### src/rtl/mid_map.svh
// register offsets, field positions, reset values and timing figures of the detector
`ifndef MID_MAP_SVH
`define MID_MAP_SVH

`define MID_ADDR_Z_MOTION_LOW   8'h28
`define MID_ADDR_MOTION_DUR     8'h29
`define MID_ADDR_X_STILL_HIGH   8'h2A
`define MID_ADDR_X_STILL_LOW    8'h2B
`define MID_ADDR_Y_STILL_HIGH   8'h2C
`define MID_ADDR_Y_STILL_LOW    8'h2D
`define MID_ADDR_Z_STILL_HIGH   8'h2E

`define MID_LIM_LSB_HI          7
`define MID_LIM_LSB_LO          5
`define MID_REF_BIT             1
`define MID_USE_BIT             0

`define MID_MASK_LIM_USE        8'hE1
`define MID_MASK_LIM_REF_USE    8'hE3
`define MID_REG_RESET           8'h00

`define MID_CLK_NS              25.0
`define MID_MOTION_FAST_MS      4.125
`define MID_MOTION_SLOW_MS      8.25
`define MID_STILL_FAST_MS       16.25
`define MID_STILL_SLOW_MS       32.5
`define MID_CYCLES(ms)          (int'((ms) * 1000000.0 / `MID_CLK_NS))

`endif

### src/rtl/mid_pkg.sv
// types and arithmetic shared by the detector files
package mid_pkg;

  typedef logic signed [11:0] mid_sample_t;
  typedef logic [10:0]        mid_limit_t;

  typedef enum logic [2:0] {
    MID_ACT_IDLE  = 3'b001,
    MID_MOTION_DURATION_COUNT = 3'b010,
    MID_ACT_HELD  = 3'b100
  } mid_act_state_t;

  typedef enum logic [2:0] {
    MID_STILL_IDLE  = 3'b001,
    MID_STILL_COUNT = 3'b010,
    MID_STILL_HELD  = 3'b100
  } mid_still_state_t;

  // magnitude of a sample, or of its distance from a base sample
  function automatic logic [12:0] mid_abs_diff(input mid_sample_t a,
                                               input mid_sample_t b,
                                               input logic        use_b);
    logic signed [12:0] d;
    d = $signed({a[11], a}) - (use_b ? $signed({b[11], b}) : 13'sh0000);
    return d[12] ? 13'(-d) : 13'(d);
  endfunction

endpackage

### src/rtl/mid_axis_cmp.sv
// one axis: magnitude against an unsigned 11-bit limit
module mid_axis_cmp (
  input  wire mid_pkg::mid_sample_t sample,
  input  wire mid_pkg::mid_sample_t base_sample,
  input  wire logic                 use_base,
  input  wire mid_pkg::mid_limit_t  limit,
  output logic                      above,
  output logic                      below
);
  logic [12:0] mag;

  assign mag   = mid_pkg::mid_abs_diff(sample, base_sample, use_base);
  assign above = mag > {2'b00, limit};
  assign below = mag < {2'b00, limit};
endmodule

### src/rtl/mid_code_tick.sv
// one-cycle enable per duration code, period picked by the sample rate
module mid_code_tick #(
  parameter int unsigned FAST_CYC = 2,
  parameter int unsigned SLOW_CYC = 4
) (
  input  wire logic clk,
  input  wire logic rstn,
  input  wire logic fast,
  input  wire logic clear,
  output logic      tick
);
  localparam int unsigned W = $clog2(SLOW_CYC + 1);

  logic [W-1:0] cnt;
  logic [W-1:0] last;

  assign last = fast ? W'(FAST_CYC - 1) : W'(SLOW_CYC - 1);
  // >= so a rate change mid-count cannot strand the counter past the end
  assign tick = !clear && (cnt >= last);

  always_ff @(posedge clk or negedge rstn)
  begin
    if (!rstn)
      cnt <= '0;
    else if (clear || tick)
      cnt <= '0;
    else
      cnt <= cnt + W'(1);
  end
endmodule

### src/rtl/mid_detect_core.sv
// activity and inactivity configuration registers with the detectors they steer
`include "mid_map.svh"

// Overview of operation
// - z activity limit low bits at 0x28[7:5]
// - 0x28 bit0 enables z axis for activity
// - activity needs above-limit motion for full duration
// - fast rate: one duration code is 4.125 ms
// - slower rates: one duration code is 8.25 ms
// - activity duration is 8-bit register 0x29
// - inactivity limits are 11-bit, 200 mg codes
// - compare sample magnitude against unsigned limit
// - x still limit from 0x2A and 0x2B[7:5]
// - 0x2B bit1 selects referenced or absolute inactivity
// - 0x2B bit0 enables x axis for inactivity
// - 0x2D bit0 enables y axis for inactivity
// - y still limit from 0x2C and 0x2D[7:5]
// - z still limit high byte is 0x2E
// - every register reads zero after reset
// - inactivity needs all enabled axes below, full time
// - activity limit 11-bit, magnitude compared
module mid_detect_core #(
  parameter int unsigned MOTION_FAST_CYC = `MID_CYCLES(`MID_MOTION_FAST_MS),
  parameter int unsigned MOTION_SLOW_CYC = `MID_CYCLES(`MID_MOTION_SLOW_MS),
  parameter int unsigned STILL_FAST_CYC  = `MID_CYCLES(`MID_STILL_FAST_MS),
  parameter int unsigned STILL_SLOW_CYC  = `MID_CYCLES(`MID_STILL_SLOW_MS)
) (
  input  wire logic                 SYS_CLK,
  input  wire logic                 RSTN,
  input  wire logic [7:0]           REG_ADDR,
  input  wire logic [7:0]           REG_WDATA,
  input  wire logic                 REG_WR,
  input  wire logic                 REG_RD,
  output logic      [7:0]           REG_RDATA,
  input  wire logic                 OUTPUT_SAMPLE_RATE_FAST,
  input  wire logic [7:0]           Z_MOTION_LIMIT_HIGH,
  input  wire logic                 XY_MOTION_OVER,
  input  wire logic [2:0]           Z_STILL_LIMIT_LOW,
  input  wire logic                 Z_STILL_AXIS_USE,
  input  wire logic [15:0]          STILL_DURATION_VALUE,
  input  wire logic                 SAMPLE_VALID,
  input  wire mid_pkg::mid_sample_t X_SAMPLE,
  input  wire mid_pkg::mid_sample_t Y_SAMPLE,
  input  wire mid_pkg::mid_sample_t Z_SAMPLE,
  output logic                      ACTIVITY_EVENT,
  output logic                      INACTIVITY_EVENT,
  output logic                      MOTION_ACTIVE,
  output logic                      STILL_ACTIVE
);
  logic [7:0]                z_motion_low;
  logic [7:0]                motion_duration_reg;
  logic [7:0]                x_still_high;
  logic [7:0]                x_still_low;
  logic [7:0]                y_still_high;
  logic [7:0]                y_still_low;
  logic [7:0]                z_still_high;
  mid_pkg::mid_limit_t       z_motion_limit;
  mid_pkg::mid_limit_t       x_still_limit;
  mid_pkg::mid_limit_t       y_still_limit;
  mid_pkg::mid_limit_t       z_still_limit;
  logic                      z_motion_axis_use;
  logic                      x_still_axis_use;
  logic                      y_still_axis_use;
  logic                      still_reference_select;
  logic                      z_motion_over;
  logic                      motion_over;
  logic                      x_below;
  logic                      y_below;
  logic                      z_below;
  logic                      still_any;
  logic                      all_below;
  mid_pkg::mid_sample_t      x_base;
  mid_pkg::mid_sample_t      y_base;
  mid_pkg::mid_sample_t      z_base;
  mid_pkg::mid_act_state_t   act_state;
  mid_pkg::mid_still_state_t still_state;
  logic [7:0]                motion_duration_count;
  logic [7:0]                next_motion_count;
  logic [15:0]               still_count;
  logic [15:0]               next_still_count;
  logic                      act_tick;
  logic                      still_tick;
  logic [19:0]               act_cyc;

  assign z_motion_limit    = {Z_MOTION_LIMIT_HIGH, z_motion_low[`MID_LIM_LSB_HI:`MID_LIM_LSB_LO]};
  assign z_motion_axis_use = z_motion_low[`MID_USE_BIT];
  assign x_still_limit = {x_still_high, x_still_low[`MID_LIM_LSB_HI:`MID_LIM_LSB_LO]};
  assign y_still_limit = {y_still_high, y_still_low[`MID_LIM_LSB_HI:`MID_LIM_LSB_LO]};
  assign z_still_limit = {z_still_high, Z_STILL_LIMIT_LOW};
  assign still_reference_select = x_still_low[`MID_REF_BIT];
  assign x_still_axis_use       = x_still_low[`MID_USE_BIT];
  assign y_still_axis_use       = y_still_low[`MID_USE_BIT];

  // register writes; reserved positions are masked off so they read zero
  always_ff @(posedge SYS_CLK or negedge RSTN)
  begin
    if (!RSTN)
    begin
      z_motion_low        <= `MID_REG_RESET;
      motion_duration_reg <= `MID_REG_RESET;
      x_still_high        <= `MID_REG_RESET;
      x_still_low         <= `MID_REG_RESET;
      y_still_high        <= `MID_REG_RESET;
      y_still_low         <= `MID_REG_RESET;
      z_still_high        <= `MID_REG_RESET;
    end
    else if (REG_WR)
    begin
      unique case (REG_ADDR)
        `MID_ADDR_Z_MOTION_LOW: z_motion_low        <= REG_WDATA & `MID_MASK_LIM_USE;
        `MID_ADDR_MOTION_DUR:   motion_duration_reg <= REG_WDATA;
        `MID_ADDR_X_STILL_HIGH: x_still_high        <= REG_WDATA;
        `MID_ADDR_X_STILL_LOW:  x_still_low         <= REG_WDATA & `MID_MASK_LIM_REF_USE;
        `MID_ADDR_Y_STILL_HIGH: y_still_high        <= REG_WDATA;
        `MID_ADDR_Y_STILL_LOW:  y_still_low         <= REG_WDATA & `MID_MASK_LIM_USE;
        `MID_ADDR_Z_STILL_HIGH: z_still_high        <= REG_WDATA;
        default:                z_motion_low        <= z_motion_low;
      endcase
    end
  end

  // read data registered; other addresses belong to neighbouring blocks and read zero here
  always_ff @(posedge SYS_CLK or negedge RSTN)
  begin
    if (!RSTN)
      REG_RDATA <= `MID_REG_RESET;
    else if (REG_RD)
    begin
      unique case (REG_ADDR)
        `MID_ADDR_Z_MOTION_LOW: REG_RDATA <= z_motion_low;
        `MID_ADDR_MOTION_DUR:   REG_RDATA <= motion_duration_reg;
        `MID_ADDR_X_STILL_HIGH: REG_RDATA <= x_still_high;
        `MID_ADDR_X_STILL_LOW:  REG_RDATA <= x_still_low;
        `MID_ADDR_Y_STILL_HIGH: REG_RDATA <= y_still_high;
        `MID_ADDR_Y_STILL_LOW:  REG_RDATA <= y_still_low;
        `MID_ADDR_Z_STILL_HIGH: REG_RDATA <= z_still_high;
        default:                REG_RDATA <= `MID_REG_RESET;
      endcase
    end
  end

  // activity is always absolute; only the still path can be referenced
  mid_axis_cmp u_z_motion (
    .sample      (Z_SAMPLE),
    .base_sample (12'sh000),
    .use_base    (1'b0),
    .limit       (z_motion_limit),
    .above       (z_motion_over),
    .below       ()
  );

  mid_axis_cmp u_x_still (
    .sample      (X_SAMPLE),
    .base_sample (x_base),
    .use_base    (still_reference_select),
    .limit       (x_still_limit),
    .above       (),
    .below       (x_below)
  );

  mid_axis_cmp u_y_still (
    .sample      (Y_SAMPLE),
    .base_sample (y_base),
    .use_base    (still_reference_select),
    .limit       (y_still_limit),
    .above       (),
    .below       (y_below)
  );

  mid_axis_cmp u_z_still (
    .sample      (Z_SAMPLE),
    .base_sample (z_base),
    .use_base    (still_reference_select),
    .limit       (z_still_limit),
    .above       (),
    .below       (z_below)
  );

  assign motion_over = (z_motion_axis_use && z_motion_over) || XY_MOTION_OVER;
  // with no axis enabled inactivity can never be reported
  assign still_any = x_still_axis_use || y_still_axis_use || Z_STILL_AXIS_USE;
  assign all_below = still_any && (!x_still_axis_use || x_below)
                     && (!y_still_axis_use || y_below)
                     && (!Z_STILL_AXIS_USE || z_below);

  mid_code_tick #(
    .FAST_CYC (MOTION_FAST_CYC),
    .SLOW_CYC (MOTION_SLOW_CYC)
  ) u_act_tick (
    .clk   (SYS_CLK),
    .rstn  (RSTN),
    .fast  (OUTPUT_SAMPLE_RATE_FAST),
    .clear (act_state != mid_pkg::MID_MOTION_DURATION_COUNT),
    .tick  (act_tick)
  );

  mid_code_tick #(
    .FAST_CYC (STILL_FAST_CYC),
    .SLOW_CYC (STILL_SLOW_CYC)
  ) u_still_tick (
    .clk   (SYS_CLK),
    .rstn  (RSTN),
    .fast  (OUTPUT_SAMPLE_RATE_FAST),
    .clear (still_state != mid_pkg::MID_STILL_COUNT),
    .tick  (still_tick)
  );

  assign next_motion_count = motion_duration_count + 8'h01;
  assign next_still_count  = still_count + 16'h0001;
  assign MOTION_ACTIVE     = act_state == mid_pkg::MID_ACT_HELD;
  assign STILL_ACTIVE      = still_state == mid_pkg::MID_STILL_HELD;

  // activity: a zero duration fires on the first over-limit sample
  always_ff @(posedge SYS_CLK or negedge RSTN)
  begin
    if (!RSTN)
    begin
      act_state             <= mid_pkg::MID_ACT_IDLE;
      motion_duration_count <= 8'h00;
      ACTIVITY_EVENT        <= 1'b0;
    end
    else
    begin
      ACTIVITY_EVENT <= 1'b0;
      unique case (act_state)
        mid_pkg::MID_ACT_IDLE:
          if (SAMPLE_VALID && motion_over)
          begin
            motion_duration_count <= 8'h00;
            if (motion_duration_reg == 8'h00)
            begin
              ACTIVITY_EVENT <= 1'b1;
              act_state      <= mid_pkg::MID_ACT_HELD;
            end
            else
              act_state <= mid_pkg::MID_MOTION_DURATION_COUNT;
          end
        mid_pkg::MID_MOTION_DURATION_COUNT:
          if (SAMPLE_VALID && !motion_over)
            act_state <= mid_pkg::MID_ACT_IDLE;
          else if (act_tick)
          begin
            motion_duration_count <= next_motion_count;
            if (next_motion_count >= motion_duration_reg)
            begin
              ACTIVITY_EVENT <= 1'b1;
              act_state      <= mid_pkg::MID_ACT_HELD;
            end
          end
        mid_pkg::MID_ACT_HELD:
          if (SAMPLE_VALID && !motion_over)
            act_state <= mid_pkg::MID_ACT_IDLE;
      endcase
    end
  end

  // referenced mode: base follows the samples until a still period starts
  always_ff @(posedge SYS_CLK or negedge RSTN)
  begin
    if (!RSTN)
    begin
      x_base <= 12'sh000;
      y_base <= 12'sh000;
      z_base <= 12'sh000;
    end
    else if (SAMPLE_VALID && still_state == mid_pkg::MID_STILL_IDLE)
    begin
      x_base <= X_SAMPLE;
      y_base <= Y_SAMPLE;
      z_base <= Z_SAMPLE;
    end
  end

  always_ff @(posedge SYS_CLK or negedge RSTN)
  begin
    if (!RSTN)
    begin
      still_state      <= mid_pkg::MID_STILL_IDLE;
      still_count      <= 16'h0000;
      INACTIVITY_EVENT <= 1'b0;
    end
    else
    begin
      INACTIVITY_EVENT <= 1'b0;
      unique case (still_state)
        mid_pkg::MID_STILL_IDLE:
          if (SAMPLE_VALID && all_below)
          begin
            still_count <= 16'h0000;
            if (STILL_DURATION_VALUE == 16'h0000)
            begin
              INACTIVITY_EVENT <= 1'b1;
              still_state      <= mid_pkg::MID_STILL_HELD;
            end
            else
              still_state <= mid_pkg::MID_STILL_COUNT;
          end
        mid_pkg::MID_STILL_COUNT:
          if (SAMPLE_VALID && !all_below)
            still_state <= mid_pkg::MID_STILL_IDLE;
          else if (still_tick)
          begin
            still_count <= next_still_count;
            if (next_still_count >= STILL_DURATION_VALUE)
            begin
              INACTIVITY_EVENT <= 1'b1;
              still_state      <= mid_pkg::MID_STILL_HELD;
            end
          end
        mid_pkg::MID_STILL_HELD:
          if (SAMPLE_VALID && !all_below)
            still_state <= mid_pkg::MID_STILL_IDLE;
      endcase
    end
  end

  // helper for checks: cycles in the counting state since entry or the last code tick
  always_ff @(posedge SYS_CLK or negedge RSTN)
  begin
    if (!RSTN)
      act_cyc <= 20'h00000;
    else if (act_state != mid_pkg::MID_MOTION_DURATION_COUNT || act_tick)
      act_cyc <= 20'h00000;
    else
      act_cyc <= act_cyc + 20'h00001;
  end
endmodule

### config.mk
export PLATFORM = sky130hd
export DESIGN_NAME = mid_detect_core
export DESIGN_NICKNAME = d
export VERILOG_FILES = /design/src/rtl/mid_pkg.sv /design/src/rtl/mid_axis_cmp.sv /design/src/rtl/mid_code_tick.sv /design/src/rtl/mid_detect_core.sv
export VERILOG_INCLUDE_DIRS = /design/src /design/src/rtl
export SDC_FILE = /design/constraint.sdc
export NUM_CORES = 1
export LEC_CHECK = 0
export ABC_AREA = 1
export BUFFER_PORTS_ARGS = -buffer_cell sky130_fd_sc_hd__buf_4
export CORE_UTILIZATION = 45
export DETAILED_ROUTE_END_ITERATION = 6
export PLACE_DENSITY = 0.66
export SLEW_MARGIN = 20
export SYNTH_ARGS = -nofsm -noshare
export SYNTH_HDL_FRONTEND = slang
export SYNTH_SLANG_ARGS = --single-unit
### constraint.sdc
create_clock -name SYS_CLK -period 4.65 [get_ports SYS_CLK]
set_input_delay 0.2325 -clock SYS_CLK [delete_from_list [all_inputs] [get_ports SYS_CLK]]
set_output_delay 0.2325 -clock SYS_CLK [all_outputs]
set_load 0.005 [all_outputs]
Word-level counts from Yosys, hierarchy flattened

Index checks and enable logic that the tools add are counted.

Register bits: 161
Input bits: 87

Reduce and logical (&&, ||, !) cells: 41
Magnitude comparators: 8
Mux-type cells: 46
Eq/ne operators: 27
Add/sub/neg operators: 11

Operators by type and width:

| operator                                                              | number |
|---|---|
| 13-bit two-way mux                                                    | 7 |
| 8-bit by 6-bit equality test with 1-bit output, second input constant | 7 |
| 8-bit one-hot mux with 7 select lines                                 | 1 |
| 16-bit two-way mux                                                    | 3 |
| 21-bit two-way mux                                                    | 2 |
| 13-bit by 11-bit < comparator with 1-bit output                       | 3 |
| 13-bit negation                                                       | 3 |
| 12-bit by 13-bit subtractor with 13-bit output                        | 3 |
| 19-bit two-way mux                                                    | 2 |
| 3-bit two-way mux                                                     | 12 |
| 16-bit one-hot mux with 2 select lines                                | 1 |
| 8-bit two-way mux                                                     | 3 |
| 21-bit by 1-bit adder with 21-bit output, second input constant       | 1 |
| 21-bit >= comparator                                                  | 1 |
| 19-bit by 1-bit adder with 19-bit output, second input constant       | 1 |
| 19-bit >= comparator                                                  | 1 |
| 3-bit one-hot mux with 3 select lines                                 | 2 |
| 16-bit by 1-bit adder with 16-bit output, second input constant       | 1 |
| 16-bit >= comparator                                                  | 1 |
| 16-bit zero test                                                      | 1 |
| 8-bit one-hot mux with 2 select lines                                 | 1 |
| 4-bit AND reduction                                                   | 4 |
| 2-bit AND reduction                                                   | 7 |
| 13-bit by 11-bit greater-than comparator with 1-bit output            | 1 |
| 17 further kinds                                                      | 64 |

Longest topological paths before layout

Depth in word-level cells: 13
Depth in mapped cells: 34
Depth with buffers taken out: 33

Hierarchy

Synthesis repeated with hierarchy kept, for this count alone.

Cells, all modules: 2,197
Area, all modules: 14,929.3 um^2

By module, submodules not included:

| module                        | cells each | area an instance (um^2) | times used |
|---|---|---|---|
| mid_detect_core               | 803        | 6,453.7                 | 1 |
| mid_code_tick at u_still_tick | 200        | 1,508.9                 | 1 |
| mid_axis_cmp at u_z_motion    | 282        | 1,505.2                 | 1 |
| mid_axis_cmp at u_y_still     | 252        | 1,391.3                 | 1 |
| mid_axis_cmp at u_x_still     | 252        | 1,386.3                 | 1 |
| mid_axis_cmp at u_z_still     | 245        | 1,386.3                 | 1 |
| mid_code_tick at u_act_tick   | 163        | 1,297.5                 | 1 |

Worst setup path after synthesis

No wires, ideal clock.

Kind: flip-flop to flip-flop
From: register x_still_low[1]
To: register still_count[12]
Stages on the path, launching flop included: 27
Data arrival time: 3.988 ns
Clock period less this slack: 4.106 ns
Library setup time: 0.118 ns
Setup slack: 0.544 ns
Path through: dfrtp_1 clkbuf_1 clkbuf_1 nand2_1 fa_1 nand3_1 nand3_1 nand3_1 o211ai_2 xnor2_2 a21oi_1 xor2_1 inv_1 ha_1 a21oi_1 o21ai_0 o21ai_0 o211ai_1 a31oi_1 nand3_1 nand2_2 nand4_1 nand2_2 nand3_4 buf_6 nand2_1 o21ai_2

Longest elaborated chain between the ends: 13
Elaborated cells between the ends (all ways): 27
Those cells by class: add/sub (6); order compare (3); eq/ne (2); mux (6); reduce/logical (10)

Ends and longest elaborated chain:

| element                                         | RTL line               | source |
|---|---|---|
| start: declaration                              | mid_detect_core.sv:53  | `logic [7:0] x_still_low;` |
| start signal: assignment                        | mid_detect_core.sv:102 | `` x_still_low <= `MID_REG_RESET; `` |
| start signal: assignment                        | mid_detect_core.sv:113 | `` `MID_ADDR_X_STILL_LOW: x_still_low <= REG_WDATA & `MID_MASK_LIM_REF_USE; `` |
| 13-bit two-way mux                              | mid_pkg.sv:24          | `d = $signed({a[11], a}) - (use_b ? $signed({b[11], b}) : 13'sh0000);` |
| 12-bit by 13-bit subtractor with 13-bit output  | mid_pkg.sv:24          |  |
| 13-bit negation                                 | mid_pkg.sv:25          | `return d[12] ? 13'(-d) : 13'(d);` |
| 13-bit two-way mux                              | mid_pkg.sv:25          |  |
| 13-bit by 11-bit < comparator with 1-bit output | mid_axis_cmp.sv:14     | `assign below = mag < {2'b00, limit};` |
| 1-bit logical OR                                | mid_detect_core.sv:182 | `assign all_below = still_any && (!x_still_axis_use \|\| x_below)` |
| 1-bit logical AND                               | mid_detect_core.sv:182 |  |
| 1-bit logical AND                               | mid_detect_core.sv:183 | `&& (!y_still_axis_use \|\| y_below)` |
| 1-bit logical AND (*)                           | mid_detect_core.sv:184 | `&& (!Z_STILL_AXIS_USE \|\| z_below);` |
| 1-bit zero test                                 | mid_detect_core.sv:299 | `if (SAMPLE_VALID && !all_below)` |
| 1-bit logical AND                               | mid_detect_core.sv:299 |  |
| 2-bit != test (no source line)                  | -                      |  |
| 4-bit AND reduction (no source line) (*)        | -                      |  |
| end signal: assignment                          | mid_detect_core.sv:303 | `still_count <= next_still_count;` |
| end: declaration                                | mid_detect_core.sv:79  | `logic [15:0] still_count;` |

Mark *: on every way between the ends. The rest lies on a longest branch, timed or not.
A chain may end at the register's enable or synchronous reset.

Worst setup path after layout

From: register still_count[0]
To: register still_state[1]

Longest elaborated chain between the ends: 4

Ends and longest elaborated chain:

| element                                  | RTL line               | source |
|---|---|---|
| 16-bit by 1-bit adder with 16-bit output | mid_detect_core.sv:209 | `assign next_still_count = still_count + 16'h0001;` |
| 16-bit >= comparator                     | mid_detect_core.sv:304 | `if (next_still_count >= STILL_DURATION_VALUE)` |
| 3-bit != test (no source line)           | -                      |  |
| 4-bit AND reduction (no source line)     | -                      |  |
| end signal: assignment                   | mid_detect_core.sv:300 | `still_state <= mid_pkg::MID_STILL_IDLE;` |
| end signal: assignment                   | mid_detect_core.sv:307 | `still_state <= mid_pkg::MID_STILL_HELD;` |
| end signal: assignment                   | mid_detect_core.sv:312 | `still_state <= mid_pkg::MID_STILL_IDLE;` |
| end: declaration                         | mid_detect_core.sv:76  | `mid_pkg::mid_still_state_t still_state;` |

Every way passes these cells.

==> run metrics <==
Peak VDD IR=about 0.22 mV; row cnt=slightly above 60; Largest register FFs=21; drt wl/cell=around 14 um; largest net degree at the start of global routing=about 90; # IOs=99; post-detailed-placement half-perimeter wirelength=24240 um; synthesized area=roughly 13000 sq um; final hold viol count=0; Arr. time, crit path=around 4700 ps; mean post-synth cell area=~7.1 sq um; Mapped Cells=roughly 1800; GR Util met2=between 30 and 40%; hold path start=X_SAMPLE[6]; Max Fclk=between 0.2 and 0.25 GHz; ANT nets after route=0; routability cong.=around 0.94; GRT met3 Usage=under 10%; Clk pin slew, worst setup/hold paths=70 ps; vias in the first global route=~11000; synthesis-stage register bit count=around 160; Starting Density=between 40% and 50%; Inst Count DP=roughly 2300; clock sink total=roughly 160; Slew HR=16.16%; Port Buffers=slightly below 100; Die Height=about 170 um; fin crit period=4310 ps; Synth Warn #=0; synth cell count leaders=nand2_1 (493), inv_1 (298), dfrtp_1 (159); vias=~12000; Non-Filler Instances=around 2300; Max-cap violations=0; leak pwr=between 7 and 8 nW; Worst-Margin Slew=roughly 1200 ps; worst reg2reg path startpoint=still_count[0]; Top reg by flops=u_still_tick.cnt; number of setup violations in the final report=0; Yosys top cell area share=a little under a third; DR pass1 iterations=6; Regs by FF count=u_still_tick.cnt: 21 flops, u_act_tick.cnt: 19 flops, still_count: 16 flops; worst-case clock buffer depth=2; Critical Path Start Type=register; most area-hungry cell type in the Yosys netlist=dfrtp_1; crit path capture type=register; top cells by area, synth=dfrtp_1 (31%), nand2_1 (14%), ha_1 (12%); vias per cell=between 5 and 6; insertion delay to the later sink of the worst-skew pair=around 430 ps; worst hold margin=14.21 ps; GR peak layer=met2; P per Cell Area=about 330 nW/um^2; count leader, synth=nand2_1; drc violations=0; core area=27930 sq um; Fillers=about 2800; RR Endpoint=still_state[1]; status=finished clean; fin crit share=between 90% and 100%; most used flip-flop cell after synthesis=dfrtp_1; grt ovf=0; initial antenna violation count=0; Layout area overhead=15.30%; root buf cell=clkbuf_16; overall global routing resource usage=~22%; Final Core Density=52.97%; Die ar.=approximately 29000 sq um; Syn Nets=2030; Worst Hold Class=primary input to register; Worst Skew=roughly 10 ps; 1st-iter DRT viols=just over 700; hold path depth=3; CP Data Required Time=roughly 5000 ps; Critical Path Fanout Max=6; CTS tree=done; die width=~170 um; sequential-to-total area share from yosys stat=a little under a third; htree depth=4; Routed WL=between 30000 and 40000 um; Post-synth EDFFs=0; met1 Use GR=between 30% and 40%; Slew Limit Fails=0; Post-synth ARST share=between 90% and 100%; share of cells above drive strength 1=12.58%; total CTS buffers=17; hold endpoint=x_base[6]; Antenna diodes=0; unique cell type count in the Yosys netlist=60; net total in the final layout=about 2100; CP Class=register to register; flop-to-flop setup slack=roughly 340 ps; r2r worst-path depth=18; first-pass GRT wire length=about 52000 um
kinds of logic after synthesis:
kind of cell               share of synthesized area (%)
AOI/OAI and AO/OA                                  12.23
and+or+nand+nor                                    28.72
adders and majority gates                          12.85
muxes                                            0.07799
DFF                                                31.41
buffers and inverters                              9.885
xor gates and xnor gates                           4.826
repair_timing:
| action | 4_1_cts | 5_1_grt |
|---|---|---|
| hold buffers | 1 | 0 |
| buffers inserted | 0 | 3 |
| hold endpoints to repair | 86 | 0 |
| gates resized for setup | 0 | 31 |
| endpoints found under the setup margin | 0 | 19 |
per-layer routing:
metal | wire length, um | vias up
li1 | - | 6069
met1 | 15480 | 5385
met2 | 14310 | 258
met3 | 1279 | 36
met4 | 556 | 0
met5 | 0 | -
cell usage in the layout (no fill, tap or decap), types with 8 or more instances in the layout:
master	synthesis	layout
o22ai_1	14	14
o21ai_0	119	117
o21ai_2	17	17
nor2_1	139	134
xnor2_1	14	14
nand2_2	26	30
nand4_1	34	34
ha_1	127	126
nor2_2	7	12
xor2_1	53	53
nand2_1	493	487
nand3_1	81	79
nor3_1	36	36
a31oi_1	8	8
clkbuf_16	0	18
dfrtp_1	159	158
inv_1	298	295
buf_4	2	107
a21oi_1	67	65
worst max-delay path: stages (launching register included):
cell and delay (ps):
dfrtp_1 460, ha_1 250, nand4_1 140, nor2_1 110, inv_1 60, nor2_1 130, inv_1 100, nor2_1 270
nand4_1 210, nor2_1 180, xor2_1 240, ha_1 280, nand4_1 150, nor2_1 60, a2111oi_0 1060, nand3_2 260
nand3_1 140, nand2_1 60, nand2_1 60
through the flow:
step	instance area (sq um)	worst slack [ps]	setup TNS [ps]	power, mW
2_1_floorplan	12830	544.2	0	2.968
3_3_place_gp	14010	192.5	0	3.324
3_5_place_dp	14010	41.23	0	3.368
4_1_cts	14620	27.67	0	4.840
5_1_grt	14800	-11.61	-11.61	5.285
6_report	14800	339.9	0	4.923
layout make-up:
class / instances / area (sq um) / area share [%]
Tap cell: 378 / 473.0 / 3.196
Timing Repair Buffer: 113 / 900.9 / 6.088
Sequential cell: 161 / 4033 / 27.25
Inverter: 303 / 1140 / 7.703
Clock inverter: 12 / 148.9 / 1.006
Multi-Input combinational cell: 1324 / 7650 / 51.70
Clock buffer: 19 / 452.9 / 3.061
power by group:
group | switching (mW) | internal (mW) | leakage, nW
clock | 0.624 | 0.832 | 0.287
sequential | 0.132 | 1.63 | 2.17
combinational | 1.09 | 0.622 | 4.89
worst max path at each step:
stage | startpoint | endpoint
floorplan | x_still_low[1] | still_count[12]
global placement | x_still_low[1] | still_count[13]
detailed placement | x_still_low[1] | still_count[9]
CTS | x_still_low[1] | still_count[9]
global route | x_still_low[1] | still_count[1]
finish | still_count[0] | still_state[1]
No activity file was read; power rests on OpenSTA's default activity.
